## src/hdl/spi_port_consts.svh

```systemverilog
`ifndef SPI_PORT_CONSTS_SVH
`define SPI_PORT_CONSTS_SVH

// Register addresses inside the serial port's map.
`define CFG_ADDR         13'h0000
`define TOP_ADDR         13'h0232
`define ADDR_ONE         13'h0001

// Port configuration register fields; every field is mirrored in both nibbles.
`define CFG_RESET        8'h18
`define CFG_SEP_LO       0
`define CFG_LSB_LO       1
`define CFG_LSB_HI       6
`define CFG_SEP_HI       7

// Update bit in the top register.
`define UPDATE_BIT       0

// Instruction word layout.
`define INSTR_RW_BIT     15
`define INSTR_LEN_HI     14
`define INSTR_LEN_LO     13
`define INSTR_ADDR_HI    12

// Length codes.
`define LEN_STREAM       2'h3

// Bit counter limits.
`define INSTR_LAST       4'hf
`define BYTE_LAST        3'h7
`define BIT_ONE          4'h1

`endif

```

## src/hdl/spi_port_pkg.sv

```systemverilog
package spi_port_pkg;

	typedef enum logic [1:0] {
		ST_INSTR,
		ST_DATA,
		ST_DONE
	} port_state_t;

	typedef struct packed {
		logic [12:0] addr;
		logic [7:0]  data;
	} wr_entry_t;

endpackage : spi_port_pkg

```

## src/hdl/wr_buf_if.sv

```systemverilog
`timescale 1ns/100ps
interface wr_buf_if;
	logic                    in_valid;
	logic                    in_ready;
	spi_port_pkg::wr_entry_t in_data;
	logic                    out_valid;
	logic                    out_ready;
	spi_port_pkg::wr_entry_t out_data;

	modport fill  (output in_valid, output in_data, input in_ready);
	modport store (input in_valid, input in_data, output in_ready,
	               output out_valid, output out_data, input out_ready);
	modport drain (input out_valid, input out_data, output out_ready);
endinterface : wr_buf_if

```

## src/hdl/serial_port_instruction_addressing.sv

```systemverilog
`timescale 1ns/100ps
`include "spi_port_consts.svh"
module serial_port_instruction_addressing (
	input  wire logic       clk,
	input  wire logic       resetn,
	input  wire logic       sclk,
	input  wire logic       csn,
	input  wire logic       sdio_in,
	output logic            sdio_out,
	output logic            sdio_oe,
	output logic            serial_output_pin,
	output logic            serial_output_oe,
	output logic            reg_rd_req,
	output logic [12:0]     reg_rd_addr,
	input  wire logic [7:0] reg_rd_data,
	output logic            reg_wr_valid,
	output logic [12:0]     reg_wr_addr,
	output logic [7:0]      reg_wr_data,
	input  wire logic       reg_wr_ready,
	output logic            update_pulse,
	output logic            overrun,
	output logic [7:0]      port_config
);
	logic [2:0]                sclk_s_r;
	logic [2:0]                csn_s_r;
	logic [1:0]                sdi_s_r;
	logic                      sclk_rise;
	logic                      sclk_fall;
	logic                      cs_low;
	logic                      cs_rise;
	logic                      cs_fall;
	logic [7:0]                cfg_r;
	logic                      lsb_first;
	logic                      separate_output_enable;
	spi_port_pkg::port_state_t state_r;
	logic [3:0]                cnt_r;
	logic [15:0]               sr_r;
	logic [15:0]               shift_nxt;
	logic [7:0]                byte_in;
	logic                      rw_r;
	logic [1:0]                length_code_r;
	logic [12:0]               addr_r;
	logic [12:0]               addr_nxt;
	logic [1:0]                bcnt_r;
	logic                      last_byte;
	logic                      instr_done;
	logic                      byte_done;
	logic                      fetch;
	logic [12:0]               fetch_addr;
	logic                      rd_req_r;
	logic [12:0]               rd_addr_r;
	logic                      rd_wait_r;
	logic [7:0]                tx_r;
	logic                      out_bit_r;
	logic                      sdio_oe_r;
	logic                      sep_oe_r;
	logic                      update_r;
	logic                      overrun_r;
	logic                      push;
	wr_buf_if                  bif ();

	// Pins cross into clk through two flops; edges are found between the second and third.
	always_ff @(posedge clk or negedge resetn) begin
		if (!resetn) begin
			sclk_s_r <= 3'h0;
			csn_s_r  <= 3'h7;
			sdi_s_r  <= 2'h0;
		end else begin
			sclk_s_r <= {sclk_s_r[1:0], sclk};
			csn_s_r  <= {csn_s_r[1:0], csn};
			sdi_s_r  <= {sdi_s_r[0], sdio_in};
		end
	end

	assign sclk_rise = sclk_s_r[1] & ~sclk_s_r[2];
	assign sclk_fall = ~sclk_s_r[1] & sclk_s_r[2];
	assign cs_low    = ~csn_s_r[1];
	assign cs_rise   = csn_s_r[1] & ~csn_s_r[2];
	assign cs_fall   = ~csn_s_r[1] & csn_s_r[2];

	// Either mirrored copy selects the mode, so a half-written value still behaves.
	assign lsb_first              = cfg_r[`CFG_LSB_LO] | cfg_r[`CFG_LSB_HI];
	assign separate_output_enable = cfg_r[`CFG_SEP_LO] | cfg_r[`CFG_SEP_HI];

	// Both orders fill the same 16-bit register so the instruction fields sit alike.
	assign shift_nxt = lsb_first ? {sdi_s_r[1], sr_r[15:1]} : {sr_r[14:0], sdi_s_r[1]};
	assign byte_in   = lsb_first ? shift_nxt[15:8] : shift_nxt[7:0];

	always_comb begin
		if (lsb_first) begin
			addr_nxt = addr_r + `ADDR_ONE;
		end else if (addr_r == `CFG_ADDR) begin
			addr_nxt = `TOP_ADDR;
		end else begin
			addr_nxt = addr_r - `ADDR_ONE;
		end
	end

	// Streams stop after the top address is accessed, in either direction.
	assign last_byte = (length_code_r == `LEN_STREAM) ? (addr_r == `TOP_ADDR)
	                                                  : (bcnt_r == length_code_r);

	assign instr_done = cs_low & sclk_rise & (state_r == spi_port_pkg::ST_INSTR) & (cnt_r == `INSTR_LAST);
	assign byte_done  = cs_low & sclk_rise & (state_r == spi_port_pkg::ST_DATA) & (cnt_r[2:0] == `BYTE_LAST);

	always_ff @(posedge clk or negedge resetn) begin
		if (!resetn) begin
			state_r       <= spi_port_pkg::ST_INSTR;
			cnt_r         <= 4'h0;
			sr_r          <= 16'h0000;
			rw_r          <= 1'b0;
			length_code_r <= 2'h0;
			addr_r        <= 13'h0000;
			bcnt_r        <= 2'h0;
		end else if (cs_rise) begin
			// A stall on a byte boundary keeps everything, except in stream data or after the last byte (ST_DONE); anything else ends the cycle.
			if ((cnt_r[2:0] != 3'h0) || (state_r == spi_port_pkg::ST_DONE) ||
			    ((state_r == spi_port_pkg::ST_DATA) && (length_code_r == `LEN_STREAM))) begin
				state_r <= spi_port_pkg::ST_INSTR;
				cnt_r   <= 4'h0;
				sr_r    <= 16'h0000;
			end
		end else if (cs_low && sclk_rise) begin
			case (state_r)
				spi_port_pkg::ST_INSTR: begin
					sr_r  <= shift_nxt;
					cnt_r <= cnt_r + `BIT_ONE;
					if (cnt_r == `INSTR_LAST) begin
						rw_r          <= shift_nxt[`INSTR_RW_BIT];
						length_code_r <= shift_nxt[`INSTR_LEN_HI:`INSTR_LEN_LO];
						addr_r        <= shift_nxt[`INSTR_ADDR_HI:0];
						bcnt_r        <= 2'h0;
						state_r       <= spi_port_pkg::ST_DATA;
					end
				end
				spi_port_pkg::ST_DATA: begin
					sr_r  <= shift_nxt;
					cnt_r <= cnt_r + `BIT_ONE;
					if (cnt_r[2:0] == `BYTE_LAST) begin
						cnt_r  <= 4'h0;
						bcnt_r <= bcnt_r + 2'h1;
						addr_r <= addr_nxt;
						if (last_byte) begin
							state_r <= spi_port_pkg::ST_DONE;
						end
					end
				end
				spi_port_pkg::ST_DONE: begin
					cnt_r <= 4'h0;
				end
				default: begin
					state_r <= spi_port_pkg::ST_INSTR;
					cnt_r   <= 4'h0;
				end
			endcase
		end
	end

	// Configuration lives here, not behind the update, because it steers this port.
	always_ff @(posedge clk or negedge resetn) begin
		if (!resetn) begin
			cfg_r <= `CFG_RESET;
		end else if (byte_done && !rw_r && (addr_r == `CFG_ADDR)) begin
			cfg_r <= byte_in;
		end
	end

	// Update strobe lasts one cycle; the byte is still queued to the register side, and reads return reg_rd_data unmasked.
	always_ff @(posedge clk or negedge resetn) begin
		if (!resetn) begin
			update_r <= 1'b0;
		end else begin
			update_r <= byte_done & ~rw_r & (addr_r == `TOP_ADDR) & byte_in[`UPDATE_BIT];
		end
	end

	// Written bytes queue for the register side; the host cannot be held off, so loss is flagged.
	assign push             = byte_done & ~rw_r;
	assign bif.in_valid     = push;
	assign bif.in_data      = '{addr: addr_r, data: byte_in};
	assign bif.out_ready    = reg_wr_ready;

	two_entry_buf u_buf (
		.clk    (clk),
		.resetn (resetn),
		.port   (bif)
	);

	always_ff @(posedge clk or negedge resetn) begin
		if (!resetn) begin
			overrun_r <= 1'b0;
		end else if (push && !bif.in_ready) begin
			overrun_r <= 1'b1;
		end else if (cs_fall) begin
			overrun_r <= 1'b0;
		end
	end

	// Reads fetch the first byte when the instruction is complete and each later byte right after the previous one is complete.
	assign fetch      = (instr_done & shift_nxt[`INSTR_RW_BIT]) | (byte_done & rw_r & ~last_byte);
	assign fetch_addr = instr_done ? shift_nxt[`INSTR_ADDR_HI:0] : addr_nxt;

	always_ff @(posedge clk or negedge resetn) begin
		if (!resetn) begin
			rd_req_r  <= 1'b0;
			rd_addr_r <= 13'h0000;
			rd_wait_r <= 1'b0;
		end else begin
			rd_req_r  <= fetch;
			rd_wait_r <= rd_req_r;
			if (fetch) begin
				rd_addr_r <= fetch_addr;
			end
		end
	end

	// Load has priority; the falling edge comes many cycles later at any legal clock rate.
	always_ff @(posedge clk or negedge resetn) begin
		if (!resetn) begin
			tx_r      <= 8'h00;
			out_bit_r <= 1'b0;
		end else if (rd_wait_r) begin
			tx_r <= (rd_addr_r == `CFG_ADDR) ? cfg_r : reg_rd_data;
		end else if (cs_low && sclk_fall && rw_r && (state_r == spi_port_pkg::ST_DATA)) begin
			out_bit_r <= lsb_first ? tx_r[0] : tx_r[7];
			tx_r      <= lsb_first ? {1'b0, tx_r[7:1]} : {tx_r[6:0], 1'b0};
		end
	end

	always_ff @(posedge clk or negedge resetn) begin
		if (!resetn) begin
			sdio_oe_r <= 1'b0;
			sep_oe_r  <= 1'b0;
		end else begin
			sdio_oe_r <= cs_low & rw_r & (state_r == spi_port_pkg::ST_DATA) & ~separate_output_enable;
			sep_oe_r  <= cs_low & rw_r & (state_r == spi_port_pkg::ST_DATA) & separate_output_enable;
		end
	end

	assign sdio_out          = out_bit_r;
	assign serial_output_pin = out_bit_r;
	assign sdio_oe           = sdio_oe_r;
	assign serial_output_oe  = sep_oe_r;
	assign reg_rd_req        = rd_req_r;
	assign reg_rd_addr       = rd_addr_r;
	assign reg_wr_valid      = bif.out_valid;
	assign reg_wr_addr       = bif.out_data.addr;
	assign reg_wr_data       = bif.out_data.data;
	assign update_pulse      = update_r;
	assign overrun           = overrun_r;
	assign port_config       = cfg_r;
endmodule : serial_port_instruction_addressing

```

## src/hdl/two_entry_buf.sv

```systemverilog
`timescale 1ns/100ps
module two_entry_buf (
	input wire logic clk,
	input wire logic resetn,
	wr_buf_if.store  port
);
	logic                    v0_r;
	logic                    v1_r;
	spi_port_pkg::wr_entry_t d0_r;
	spi_port_pkg::wr_entry_t d1_r;
	logic                    push;
	logic                    pop;

	// The head entry is the output register, so the consumer sees flop outputs.
	assign port.in_ready  = ~v1_r;
	assign port.out_valid = v0_r;
	assign port.out_data  = d0_r;
	assign push           = port.in_valid & ~v1_r;
	assign pop            = v0_r & port.out_ready;

	always_ff @(posedge clk or negedge resetn) begin
		if (!resetn) begin
			v0_r <= 1'b0;
			v1_r <= 1'b0;
		end else if (push && !pop) begin
			if (!v0_r) begin
				v0_r <= 1'b1;
			end else begin
				v1_r <= 1'b1;
			end
		end else if (pop && !push) begin
			v0_r <= v1_r;
			v1_r <= 1'b0;
		end
	end

	always_ff @(posedge clk or negedge resetn) begin
		if (!resetn) begin
			d0_r <= '0;
			d1_r <= '0;
		end else if (pop) begin
			d0_r <= v1_r ? d1_r : port.in_data;
			if (push && v1_r) begin
				d1_r <= port.in_data;
			end
		end else if (push) begin
			if (!v0_r) begin
				d0_r <= port.in_data;
			end else begin
				d1_r <= port.in_data;
			end
		end
	end
endmodule : two_entry_buf

```

## config.mk

```make
export PLATFORM = sky130hd
export DESIGN_NAME = serial_port_instruction_addressing
export DESIGN_NICKNAME = d
export VERILOG_FILES = /design/src/hdl/spi_port_pkg.sv /design/src/hdl/wr_buf_if.sv /design/src/hdl/serial_port_instruction_addressing.sv /design/src/hdl/two_entry_buf.sv
export VERILOG_INCLUDE_DIRS = /design/src /design/src/hdl
export SDC_FILE = /design/constraint.sdc
export NUM_CORES = 1
export LEC_CHECK = 0
export BUFFER_PORTS_ARGS = -buffer_cell sky130_fd_sc_hd__buf_2
export CAP_MARGIN = 0
export CORE_MARGIN = 2
export CORE_UTILIZATION = 60
export CTS_CLUSTER_DIAMETER = 60
export DETAILED_ROUTE_END_ITERATION = 16
export GPL_TIMING_DRIVEN = 1
export PLACE_DENSITY = 0.84
export SLEW_MARGIN = 20
export SYNTH_ARGS = -nofsm -noshare
export SYNTH_HDL_FRONTEND = slang
export SYNTH_HIERARCHICAL = 1
export SYNTH_SLANG_ARGS = --single-unit
```

## constraint.sdc

```tcl
create_clock -name clk -period 8 [get_ports clk]
set_clock_uncertainty 0.1 [all_clocks]
set_input_delay 2 -clock clk [delete_from_list [all_inputs] [get_ports clk]]
set_output_delay 2 -clock clk [all_outputs]
set_load 0.02 [all_outputs]
```

==> results of run 1 <==
[registers in the layout (all words and copies together), names as in the netlist]
register              flops
sclk_s_r                  3
state_r                   2
reg_rd_req                1
reg_rd_addr              13
tx_r                      8
u_buf/port.out_data      21
sr_r                     16
length_code_r             2
u_buf/port.out_valid      1
serial_output_oe          1
port_config               8
sdio_oe                   1
rd_wait_r                 1
overrun                   1
bcnt_r                    2
csn_s_r                   3
u_buf/d1_r               21
rw_r                      1
sdi_s_r                   2
addr_r                   13
sdio_out                  1
u_buf/v1_r                1
update_pulse              1
cnt_r                     4
[power groups by stage]
| stage | clock (mW) | sequential, mW | combinational (mW) |
|---|---|---|---|
| 6_report | 0.722 | 0.671 | 0.0715 |
| 5_1_grt | 0.759 | 0.673 | 0.0809 |
| 4_1_cts | 0.728 | 0.671 | 0.0722 |
| 3_5_place_dp | 0 | 0.682 | 0.0716 |
| 3_3_place_gp | 0 | 0.681 | 0.0664 |
| 2_1_floorplan | 0 | 0.679 | 0.0410 |
[layer usage]
metal  vias to the layer above  track usage [%]  wire length (µm)
li1                       2428                -                 -
met1                      2634            40.26              7138
met2                       266            45.12              7960
met3                        32            6.934              1050
met4                         0            10.62               372
met5                         -                0                 0
[placed cells by master (no fill, tap or decap), drive strengths merged, types with 3 or more instances in the layout]
cell and count:
dfrtp 123, nand2 72, buf 67, mux2 38, nor2 32, a21oi 31
o21ai 30, clkbuf 27, or2 23, mux2i 21, o221a 21, a31oi 12
o2bb2ai 12, inv 12, nand3 11, o211ai 11, a211oi 11, nor3 9
nor4 9, nand2b 8, a22o 8, ha 8, a21o 7, o31ai 7
nand4 6, and2 6, a311o 5, dfstp 5, nor2b 5, nand4b 4
or4 4, a21boi 3, o2111ai 3, o311ai 3, nor3b 3
[worst max-delay path: cells and delay by family, from the launching register on]
kind | cells | cell delay, ns
muxes | 1 | 0.36
and+or+nand+nor | 3 | 2.06
adders and majority gates | 1 | 0.20
buffers and inverters | 1 | 0.19
DFF | 1 | 0.50
[cell type report]
class / instances / share of cell area [%]
repair buffers: 67 / 4.654
flip-flops and latches: 128 / 42.94
multi-input cells: 446 / 41.94
clock buffers: 27 / 6.714
clock inverters: 5 / 0.7366
inverters: 12 / 0.6697
well taps: 140 / 2.344
[synth_stat cells, types with 9 or more instances]
cell type	number	area [µm²]
o2bb2ai_1	12	105.1
inv_1	10	37.54
nor2_1	32	120.1
o211ai_1	11	82.58
nand3_1	11	55.05
or2_2	23	143.9
a21oi_1	30	150.1
nand2_1	72	270.3
a211oi_1	11	82.58
mux2i_1	21	210.2
a31oi_1	12	75.07
o21ai_0	28	140.1
o221a_2	18	202.7
nor3_1	9	45.04
clkbuf_1	36	135.1
dfrtp_1	123	3078
mux2_2	32	360.4
[metrics by stage]
stage	area [µm²]	hold WS [ns]	utilization, %	instances	worst slack, ns
after floorplan	6599	0.2312	-	632	5.066
after global placement	6917	0.2341	64.09	793	4.409
after detailed placement	6917	0.2381	64.09	793	4.363
after CTS	7473	0.2505	69.24	825	4.524
after global routing	7473	0.2612	69.24	825	4.308
final	7473	0.2491	69.24	825	4.467
[worst min-delay path by stage]
stage                      from     endpoint  slack, ns  cells past startpoint
finish              sclk_s_r[0]  sclk_s_r[1]       0.25                      0
global route         sdi_s_r[0]   sdi_s_r[1]       0.26                      0
CTS                 sclk_s_r[0]  sclk_s_r[1]       0.25                      0
detailed placement  sclk_s_r[0]  sclk_s_r[1]       0.24                      0
global placement    sclk_s_r[0]  sclk_s_r[1]       0.23                      0
floorplan           sclk_s_r[0]  sclk_s_r[1]       0.23                      0
[kinds of logic after synthesis]
| family | synth area share (%) |
|---|---|
| DFF | 48.63 |
| xor gates and xnor gates | 0.2655 |
| adders and majority gates | 1.517 |
| buffers and inverters | 3.906 |
| AOI/OAI and AO/OA | 20.14 |
| and+or+nand+nor | 15.53 |
| muxes | 10.01 |
==> results.md, run 1 <==
- Outcome: finished clean
- Max_cap viols: 0
- Reg clk slew, reported paths: 0.06 ns
- 1st-iter DRT viols: 614
- Cts repair resizes: 0
- Worst path cell trace: inv_1, ha_1, nor3b_1, nand4_1, or3_1, mux2_2
- Drt pass-1 iters: 6
- Pwr Density: 196.0 nW/µm²
- TritonCTS clock tree: built
- Chip height: 108.9 µm
- Most common flop cell mapped by yosys: dfrtp_1
- Measured slew at the worst slew-check pin: 1.096 ns
- Clock Latency Late Sink: 0.52 ns
- Worst r2r path cells: 6
- Setup bufs post-CTS: 0
- Remaining global-route overflow: 0
- Detail Placement HPWL: 11120 µm
- CP max stage cell: nor3b_1
- Sequential area share after synthesis: 48.63%
- GR Util All Layers: 29.18%
- Initial Util: 61.14%
- Pint: 1.137 mW
- Gpl congestion: 0.8860
- Reg-to-reg endpoint: port_config[6]
- Comb pwr share: 4.9%
- Ys Warns: 6
- Syn Area/Cell: 10.44 µm²
- Switching Fraction: 22.39%
- Drt total wl: 16520 µm
- EDFF count, synth: 0
- Multi-input gate area: 3134 µm²
- Via count: 5360
- Remaining routing DRC violations: 0
- Via/cell ratio: 6.497
- Max Clk Rate: 0.2830 GHz
- Avg WL per Cell: 20.03 µm
- CTS buffer count: 17
- Port buffer count: 63
- Final period util: 44.17%
- First-pass GRT wire length: 26500 µm
- Startpoint types: flop
- Initial antenna violation count: 0
- Sw power: 0.3280 mW
- CP endpoint: port_config[6]
- Hold Crit Class: reg -> reg
- Endpoint class of the critical path: flop
- ANT cells: 0
- Worst Setup SP: addr_r[0]
- Row cnt: 38
- Synthesis-to-layout area growth: 13.25%
- RR Startpoint: addr_r[0]
- Clk sink count: 128
- Fin crit period: 3.533 ns
- Req. time, crit path: 8.31 ns
- Setup slack, reg-to-reg: 4.47 ns
- Synth Cell Area: 6599 µm²
- Fill cells: 801
- Die W: 108.9 µm
- Max Slew Vio Count: 0
- Final #Nets: 694
- Setup Crit Path Kind: reg -> reg
- Leak: 3.591 nW
- Clock tree buffer depth: 2
- H-tree levels: 4
- Delay of the slowest cell on the worst path: 0.89 ns
- Worst Path Max Fanout: 11
- I/O Pins: 64
- Die ar.: 11850 µm²
- Synth Net Count: 654
- Reg area: 3209 µm²
- Share of cells above drive strength 1: 27.74%
- Largest net degree at the start of global routing: 76
- Antenna Nets Post-Route: 0
- Clock share of power: 49.3%
- RSZ-0062 raised after global routing: no
- Root buffer cell: clkbuf_8
- Asr flop ratio synth: 100.0%
- Hold_buf cts: 0
- Critical path arrival: 3.84 ns
- Post-Syn Instances: 632
- Peak VDD IR: 134.5 µV
- Synth cell types: 68
- Core box area: 10790 µm²
- Vias in the first global route: 5068
- Fin Setup TNS: 0 ns
- Worst slew margin: 26.78%
- Power Total: 1.465 mW
- Reg power frac: 45.8%
- Setup-failing EPs final: 0
- Register bit total from synthesis: 128
- Hold Fails Final Rpt: 0
(Power assumes the default switching activity.)
==> run 2, diff against run 1 <==
--- a/config.mk
+++ b/config.mk
@@ -9,11 +9,11 @@
 export BUFFER_PORTS_ARGS = -buffer_cell sky130_fd_sc_hd__buf_2
 export CAP_MARGIN = 0
 export CORE_MARGIN = 2
-export CORE_UTILIZATION = 60
+export CORE_UTILIZATION = 59
 export CTS_CLUSTER_DIAMETER = 60
 export DETAILED_ROUTE_END_ITERATION = 16
 export GPL_TIMING_DRIVEN = 1
-export PLACE_DENSITY = 0.84
+export PLACE_DENSITY = 0.83
 export SLEW_MARGIN = 20
 export SYNTH_ARGS = -nofsm -noshare
 export SYNTH_HDL_FRONTEND = slang
==> constraint.sdc (replaced) <==
create_clock -name clk -period 3.3 [get_ports clk]
set_clock_uncertainty 0.1 [all_clocks]
set_input_delay 0.825 -clock clk [delete_from_list [all_inputs] [get_ports clk]]
set_output_delay 0.825 -clock clk [all_outputs]
set_load 0.02 [all_outputs]
==> run 2 against run 1 <==
Setup slack lost 4.0 ns. Non-clock buffer count up 14. Combinational power is 150% higher. First-iteration DRC count grew 5.5%. Via count increased by 2.0%. Fmax rose by 26%. Critical path depth is 2 higher. Design area increased by 2.7%. Critical path type unchanged. Largest cell class unchanged.
==> results.md, run 2 (synthesis gave the netlist of run 1 again) <==
- Outcome: finished clean (unchanged)
- Synthesis-to-layout area growth: 16.31% (was 13.25%)
- Setup Crit Path Kind: reg -> reg (unchanged)
- Remaining routing DRC violations: 0 (unchanged)
- Commonest non-fill, non-tap cells in the layout: dfrtp_1 (123), nand2_1 (72), buf_2 (62) (unchanged)
- Antenna Nets Post-Route: 0 (unchanged)
- Clk sink count: 128 (unchanged)
- Die ar.: 12050 µm² (was 11850 µm²)
- I/O Pins: 64 (unchanged)
- Clock share of power: 52.6% (was 49.3%)
- Worst slew margin: 43.19% (was 26.78%)
- Reg clk slew, reported paths: 0.06 ns (about the same)
- Peak VDD IR: 424.3 µV (was 134.5 µV)
- Critical path arrival: 3.10 ns (was 3.84 ns)
- Max_cap viols: 0 (unchanged)
- Die W: 109.8 µm (was 108.9 µm)
- RR Startpoint: addr_r[0] (unchanged)
- Fin crit period: 2.809 ns (was 3.533 ns)
- Final period util: 85.12% (was 44.17%)
- Initial Util: 60.61% (was 61.14%)
- Clock Latency Late Sink: 0.54 ns (was 0.52 ns)
- Area post-placement: 7027 µm² (was 6917 µm²)
- Initial antenna violation count: 0 (unchanged)
- CP max stage cell: dfrtp_1 (was nor3b_1)
- Row cnt: 38 (unchanged)
- Reg power frac: 42.7% (was 45.8%)
- First-pass GRT wire length: 27850 µm (was 26500 µm)
- Worst Path Max Fanout: 11 (unchanged)
- Hold Fails Final Rpt: 0 (unchanged)
- Endpoint class of the critical path: flop (unchanged)
- Startpoint types: flop (unchanged)
- Share of cells above drive strength 1: 29.76% (was 27.74%)
- Final #Nets: 708 (was 694)
- Remaining global-route overflow: 0 (unchanged)
- Via count: 5469 (was 5360)
- Comb pwr share: 4.7% (was 4.9%)
- Req. time, crit path: 3.59 ns (was 8.31 ns)
- Switching Fraction: 21.66% (was 22.39%)
- Measured slew at the worst slew-check pin: 0.8443 ns (was 1.096 ns)
- GR Util All Layers: 31.04% (was 29.18%)
- Avg WL per Cell: 20.95 µm (was 20.03 µm)
- Root buffer cell: clkbuf_8 (unchanged)
- Cts repair resizes: 0 (unchanged)
- Commonest non-fill, non-tap cell in the layout: dfrtp_1 (unchanged)
- ANT cells: 0 (unchanged)
- Detail Placement HPWL: 11940 µm (was 11120 µm)
- 1st-iter DRT viols: 648 (was 614)
- Chip height: 109.8 µm (was 108.9 µm)
- Largest net degree at the start of global routing: 81 (was 76)
- Hold depth: 0 (unchanged)
- Max Clk Rate: 0.3560 GHz (was 0.2830 GHz)
- RSZ-0062 raised after global routing: no (unchanged)
- CTS buffer count: 17 (unchanged)
- Hold EP: sclk_s_r[1] (unchanged)
- Delay of the slowest cell on the worst path: 0.50 ns (was 0.89 ns)
- Max Slew Vio Count: 0 (unchanged)
- Setup-failing EPs final: 0 (unchanged)
- Hold Crit Class: reg -> reg (unchanged)
- Via/cell ratio: 6.518 (was 6.497)
- Leak: 3.705 nW (was 3.591 nW)
- Drt pass-1 iters: 6 (unchanged)
- Core box area: 10890 µm² (was 10790 µm²)
- Hold_sp: sclk_s_r[0] (unchanged)
- Vias in the first global route: 5204 (was 5068)
- Pint: 2.984 mW (was 1.137 mW)
- Setup slack, reg-to-reg: 0.49 ns (was 4.47 ns)
- TritonCTS clock tree: built (unchanged)
- Worst path cell trace: inv_1, ha_1, nor3b_1, buf_4, nand4_1, a311o_1, a31oi_1, o21ai_0 (was inv_1, ha_1, nor3b_1, nand4_1, or3_1, mux2_2)
- Reg-to-reg endpoint: reg_rd_addr[2] (was port_config[6])
- Pwr Density: 496.3 nW/µm² (was 196.0 nW/µm²)
- Worst r2r path cells: 8 (was 6)
- Drt total wl: 17580 µm (was 16520 µm)
- Fin Setup TNS: 0 ns (unchanged)
- Gpl congestion: 0.9449 (was 0.8860)
- Clock tree buffer depth: 2 (unchanged)
- Sw power: 0.8251 mW (was 0.3280 mW)
- Port buffer count: 63 (unchanged)
- Post-route cell area: 7675 µm² (was 7473 µm²)
- H-tree levels: 4 (unchanged)
-- run 2: cell types whose count changed in the layout (fill, tap and decap cells not counted), sizes merged --
cell	change
bufinv	+3
clkinv	+2
dlygate4sd3	+1
buf	+13
clkbuf	-5
-- run 2: power by group through the flow --
stage / Sequential, mW / Combinational [mW] / Clock (mW)
floorplan: 1.65 / 0.0993 / 0
global placement: 1.65 / 0.168 / 0
detailed placement: 1.66 / 0.175 / 0
CTS: 1.63 / 0.178 / 2.03
global route: 1.63 / 0.202 / 2.10
finish: 1.63 / 0.178 / 2.00
-- run 2: worst max-delay path by stage --
stage / endpoint / start / cells past startpoint
after floorplan: port_config[1] / addr_r[0] / 7
after global placement: reg_rd_addr[2] / addr_r[0] / 8
after detailed placement: port_config[7] / addr_r[0] / 7
after CTS: port_config[6] / addr_r[0] / 7
after global routing: port_config[1] / addr_r[0] / 7
final: reg_rd_addr[2] / addr_r[0] / 8
-- run 2: layout make-up --
class	instances	area, µm²
multi-input combinational	446	3134
tap	140	175.2
inverter	12	50.05
timing repair buffer	81	467.9
clock inverter	10	155.1
sequential	128	3209
fill	818	3213
clock buffer	22	483.0
-- run 2: through the flow --
step | setup slack (ns) | hold WS, ns | cells | power (mW) | utilization, %
6_report | 0.4911 | 0.2537 | 839 | 3.809 | 70.49
3_3_place_gp | 0.6143 | 0.2327 | 806 | 1.819 | 64.54
3_5_place_dp | 0.5805 | 0.2457 | 806 | 1.830 | 64.54
5_1_grt | 0.2884 | 0.2603 | 839 | 3.931 | 70.49
4_1_cts | 0.5460 | 0.2596 | 839 | 3.834 | 70.49
2_1_floorplan | 0.6310 | 0.2312 | 632 | 1.746 | -
-- run 2: worst max-delay path: cells and delay by family (launching register included) --
kind / cells / cell delay (ns)
and+or+nand+nor: 2 / 0.50
buffers and inverters: 2 / 0.37
AOI/OAI and AO/OA: 3 / 0.98
DFF: 1 / 0.50
adders and majority gates: 1 / 0.20
-- run 2: what timing repair did --
item,CTS,global route
endpoints found under the hold margin,6,0
endpoints found under the setup margin,0,0
hold buffers,1,0
buffers inserted,0,0
-- run 2: routing by layer --
| layer | up-vias | share of wire [%] | global-route usage [%] |
|---|---|---|---|
| met2 | 220 | 47 | 47.00 |
| met1 | 2755 | 44 | 41.72 |
| li1 | 2449 | - | - |
| met3 | 45 | 5.7 | 7.587 |
| met5 | - | 0 | 0 |
| met4 | 0 | 3.6 | 15.46 |
==> run 3, diff against run 2 <==
==> constraint.sdc (replaced) <==
create_clock -name clk -period 3.3 [get_ports clk]
set_clock_uncertainty 0.1 [all_clocks]
set_input_delay 0.66 -clock clk [delete_from_list [all_inputs] [get_ports clk]]
set_output_delay 0.66 -clock clk [all_outputs]
set_load 0.02 [all_outputs]
==> run 3 against run 2 <==
Cell count rose by 0.12%. Non-clock buffer count rose by 1. Wire length fell by 1.5%. Combinational power barely moved. Design area barely moved. Critical path type unchanged.
==> results.md, run 3 (synthesis gave the netlist of run 1 again) <==
- Outcome: finished clean (unchanged)
- Die W: 109.8 µm (unchanged)
- Final #Nets: 709 (was 708)
- Worst slew margin: 41.27% (was 43.19%)
- Pwr Density: 496.1 nW/µm² (was 496.3 nW/µm²)
- Remaining global-route overflow: 0 (unchanged)
- Chip height: 109.8 µm (unchanged)
- Setup bufs post-CTS: 0 (unchanged)
- Gpl congestion: 0.9306 (was 0.9449)
- Drt total wl: 17310 µm (was 17580 µm)
- Worst path cell trace: inv_1, ha_1, nor3b_1, buf_4, nand4_1, a311o_1, a31oi_1, o21ai_0 (unchanged)
- Initial Util: 60.61% (unchanged)
- First-pass GRT wire length: 27310 µm (was 27850 µm)
- Worst Path Max Fanout: 11 (unchanged)
- Reg-to-reg endpoint: reg_rd_addr[2] (unchanged)
- Row cnt: 38 (unchanged)
- Final WS setup: 0.3354 ns (was 0.4911 ns)
- Endpoint class of the critical path: flop (unchanged)
- Max_cap viols: 0 (unchanged)
- Leak: 3.705 nW (about the same)
- Worst Setup SP: addr_r[0] (unchanged)
- Max Clk Rate: 0.3373 GHz (was 0.3560 GHz)
- Final period util: 89.84% (was 85.12%)
- Non-Filler Instances: 840 (was 839)
- Root buffer cell: clkbuf_8 (unchanged)
- Reg clk slew, reported paths: 0.06 ns (about the same)
- Peak VDD IR: 482.1 µV (was 424.3 µV)
- Max Slew Vio Count: 0 (unchanged)
- RR Startpoint: addr_r[0] (unchanged)
- Worst r2r path cells: 8 (unchanged)
- Die ar.: 12050 µm² (unchanged)
- Clk sink count: 128 (unchanged)
- Avg WL per Cell: 20.61 µm (was 20.95 µm)
- I/O Pins: 64 (unchanged)
- CP max stage cell: a311o_1 (was dfrtp_1)
- RSZ-0062 raised after global routing: no (unchanged)
- Hold Crit Class: in -> async (was reg -> reg)
- Fill cells: 777 (was 818)
- Power Total: 3.808 mW (was 3.809 mW)
- Setup-failing EPs final: 0 (unchanged)
- Via count: 5458 (was 5469)
- H-tree levels: 4 (unchanged)
- Clock Latency Late Sink: 0.53 ns (was 0.54 ns)
- Vias in the first global route: 5244 (was 5204)
- Hold Fails Final Rpt: 0 (unchanged)
- Critical path arrival: 3.25 ns (was 3.10 ns)
- Share of cells above drive strength 1: 29.71% (was 29.76%)
- Req. time, crit path: 3.58 ns (was 3.59 ns)
- CTS buffer count: 17 (unchanged)
- GR Util All Layers: 30.20% (was 31.04%)
- Core box area: 10890 µm² (unchanged)
- Antenna Nets Post-Route: 0 (unchanged)
- CP delay by family, top: compound AO/OA/AOI/OAI gates (unchanged)
- TritonCTS clock tree: built (unchanged)
- Commonest non-fill, non-tap cell in the layout: dfrtp_1 (unchanged)
- Port buffer count: 63 (unchanged)
- Cell count after placement: 808 (was 806)
- Via/cell ratio: 6.498 (was 6.518)
- Measured slew at the worst slew-check pin: 0.8728 ns (was 0.8443 ns)
- 1st-iter DRT viols: 594 (was 648)
- Delay of the slowest cell on the worst path: 0.50 ns (about the same)
- Cts repair resizes: 0 (unchanged)
- Hold_buf cts: 0 (was 1)
- Fin crit period: 2.965 ns (was 2.809 ns)
- Fin Setup TNS: 0 ns (unchanged)
- Worst path buffer plus inverter count: 2 (unchanged)
- Detail Placement HPWL: 11950 µm (was 11940 µm)
- Remaining routing DRC violations: 0 (unchanged)
- Dpl ws: 0.4620 ns (was 0.5805 ns)
- Largest net degree at the start of global routing: 55 (was 81)
- Initial antenna violation count: 0 (unchanged)
- Commonest non-fill, non-tap cells in the layout: dfrtp_1 (123), nand2_1 (72), buf_2 (62) (unchanged)
- Startpoint types: flop (unchanged)
- Synthesis-to-layout area growth: 16.33% (was 16.31%)
- Clock tree buffer depth: 2 (unchanged)
- Drt pass-1 iters: 6 (unchanged)
- ANT cells: 0 (unchanged)
- Setup slack, reg-to-reg: 0.34 ns (was 0.49 ns)
- Setup Crit Path Kind: reg -> reg (unchanged)
## run 3: changes by cell type in the layout (fill, tap and decap cells not counted)
cell / before / now
clkbuf_1: 0 / 2
clkbuf_8: 6 / 3
buf_4: 17 / 19
dlygate4sd3_1: 1 / 0
bufinv_16: 4 / 5
## run 3: routing by layer
metal,vias up,global-route usage (%),share of wire (%)
met4,0,11.30,2.2
met2,252,47.97,48
li1,2459,-,-
met1,2712,40.49,44
met3,35,6.995,5.7
met5,-,0,0
## run 3: how the worst max path moves through the flow
stage	depth (start not counted)	slack (ns)	end
global route	8	0.31	reg_rd_addr[2]
CTS	8	0.43	reg_rd_addr[2]
floorplan	7	0.63	port_config[1]
finish	8	0.34	reg_rd_addr[2]
global placement	8	0.55	reg_rd_addr[2]
detailed placement	8	0.46	reg_rd_addr[2]
## run 3: power by group
group / switching [mW] / total, mW / internal [mW]
Combinational: 0.115 / 0.179 / 0.0635
Clock: 0.665 / 2.00 / 1.34
Sequential: 0.0268 / 1.63 / 1.60
Total: 0.807 / 3.81 / 3.00
## run 3: stage by stage
stage	utilization (%)	hold WS, ns	area, µm²
2_1_floorplan	-	0.2312	6599
3_3_place_gp	64.67	0.2324	7042
3_5_place_dp	64.67	0.2379	7042
4_1_cts	70.50	0.03462	7676
5_1_grt	70.50	0.06194	7676
6_report	70.50	0.02338	7676
## run 3: final cells by class
cell class	instances	area, µm²	share of cell area [%]
Clock inverter	11	185.2	2.412
Sequential cell	128	3209	41.81
Timing Repair Buffer	82	473.0	6.161
Multi-Input combinational cell	446	3134	40.83
Inverter	12	50.05	0.6520
Clock buffer	21	449.2	5.852
Tap cell	140	175.2	2.282
## run 3: worst register-to-register path, cell delays in order, from the launching register on
cell and delay, ns:
dfrtp_1 0.48, inv_1 0.19, ha_1 0.20, nor3b_1 0.21, buf_4 0.21, nand4_1 0.37, a311o_1 0.50, a31oi_1 0.41
o21ai_0 0.16
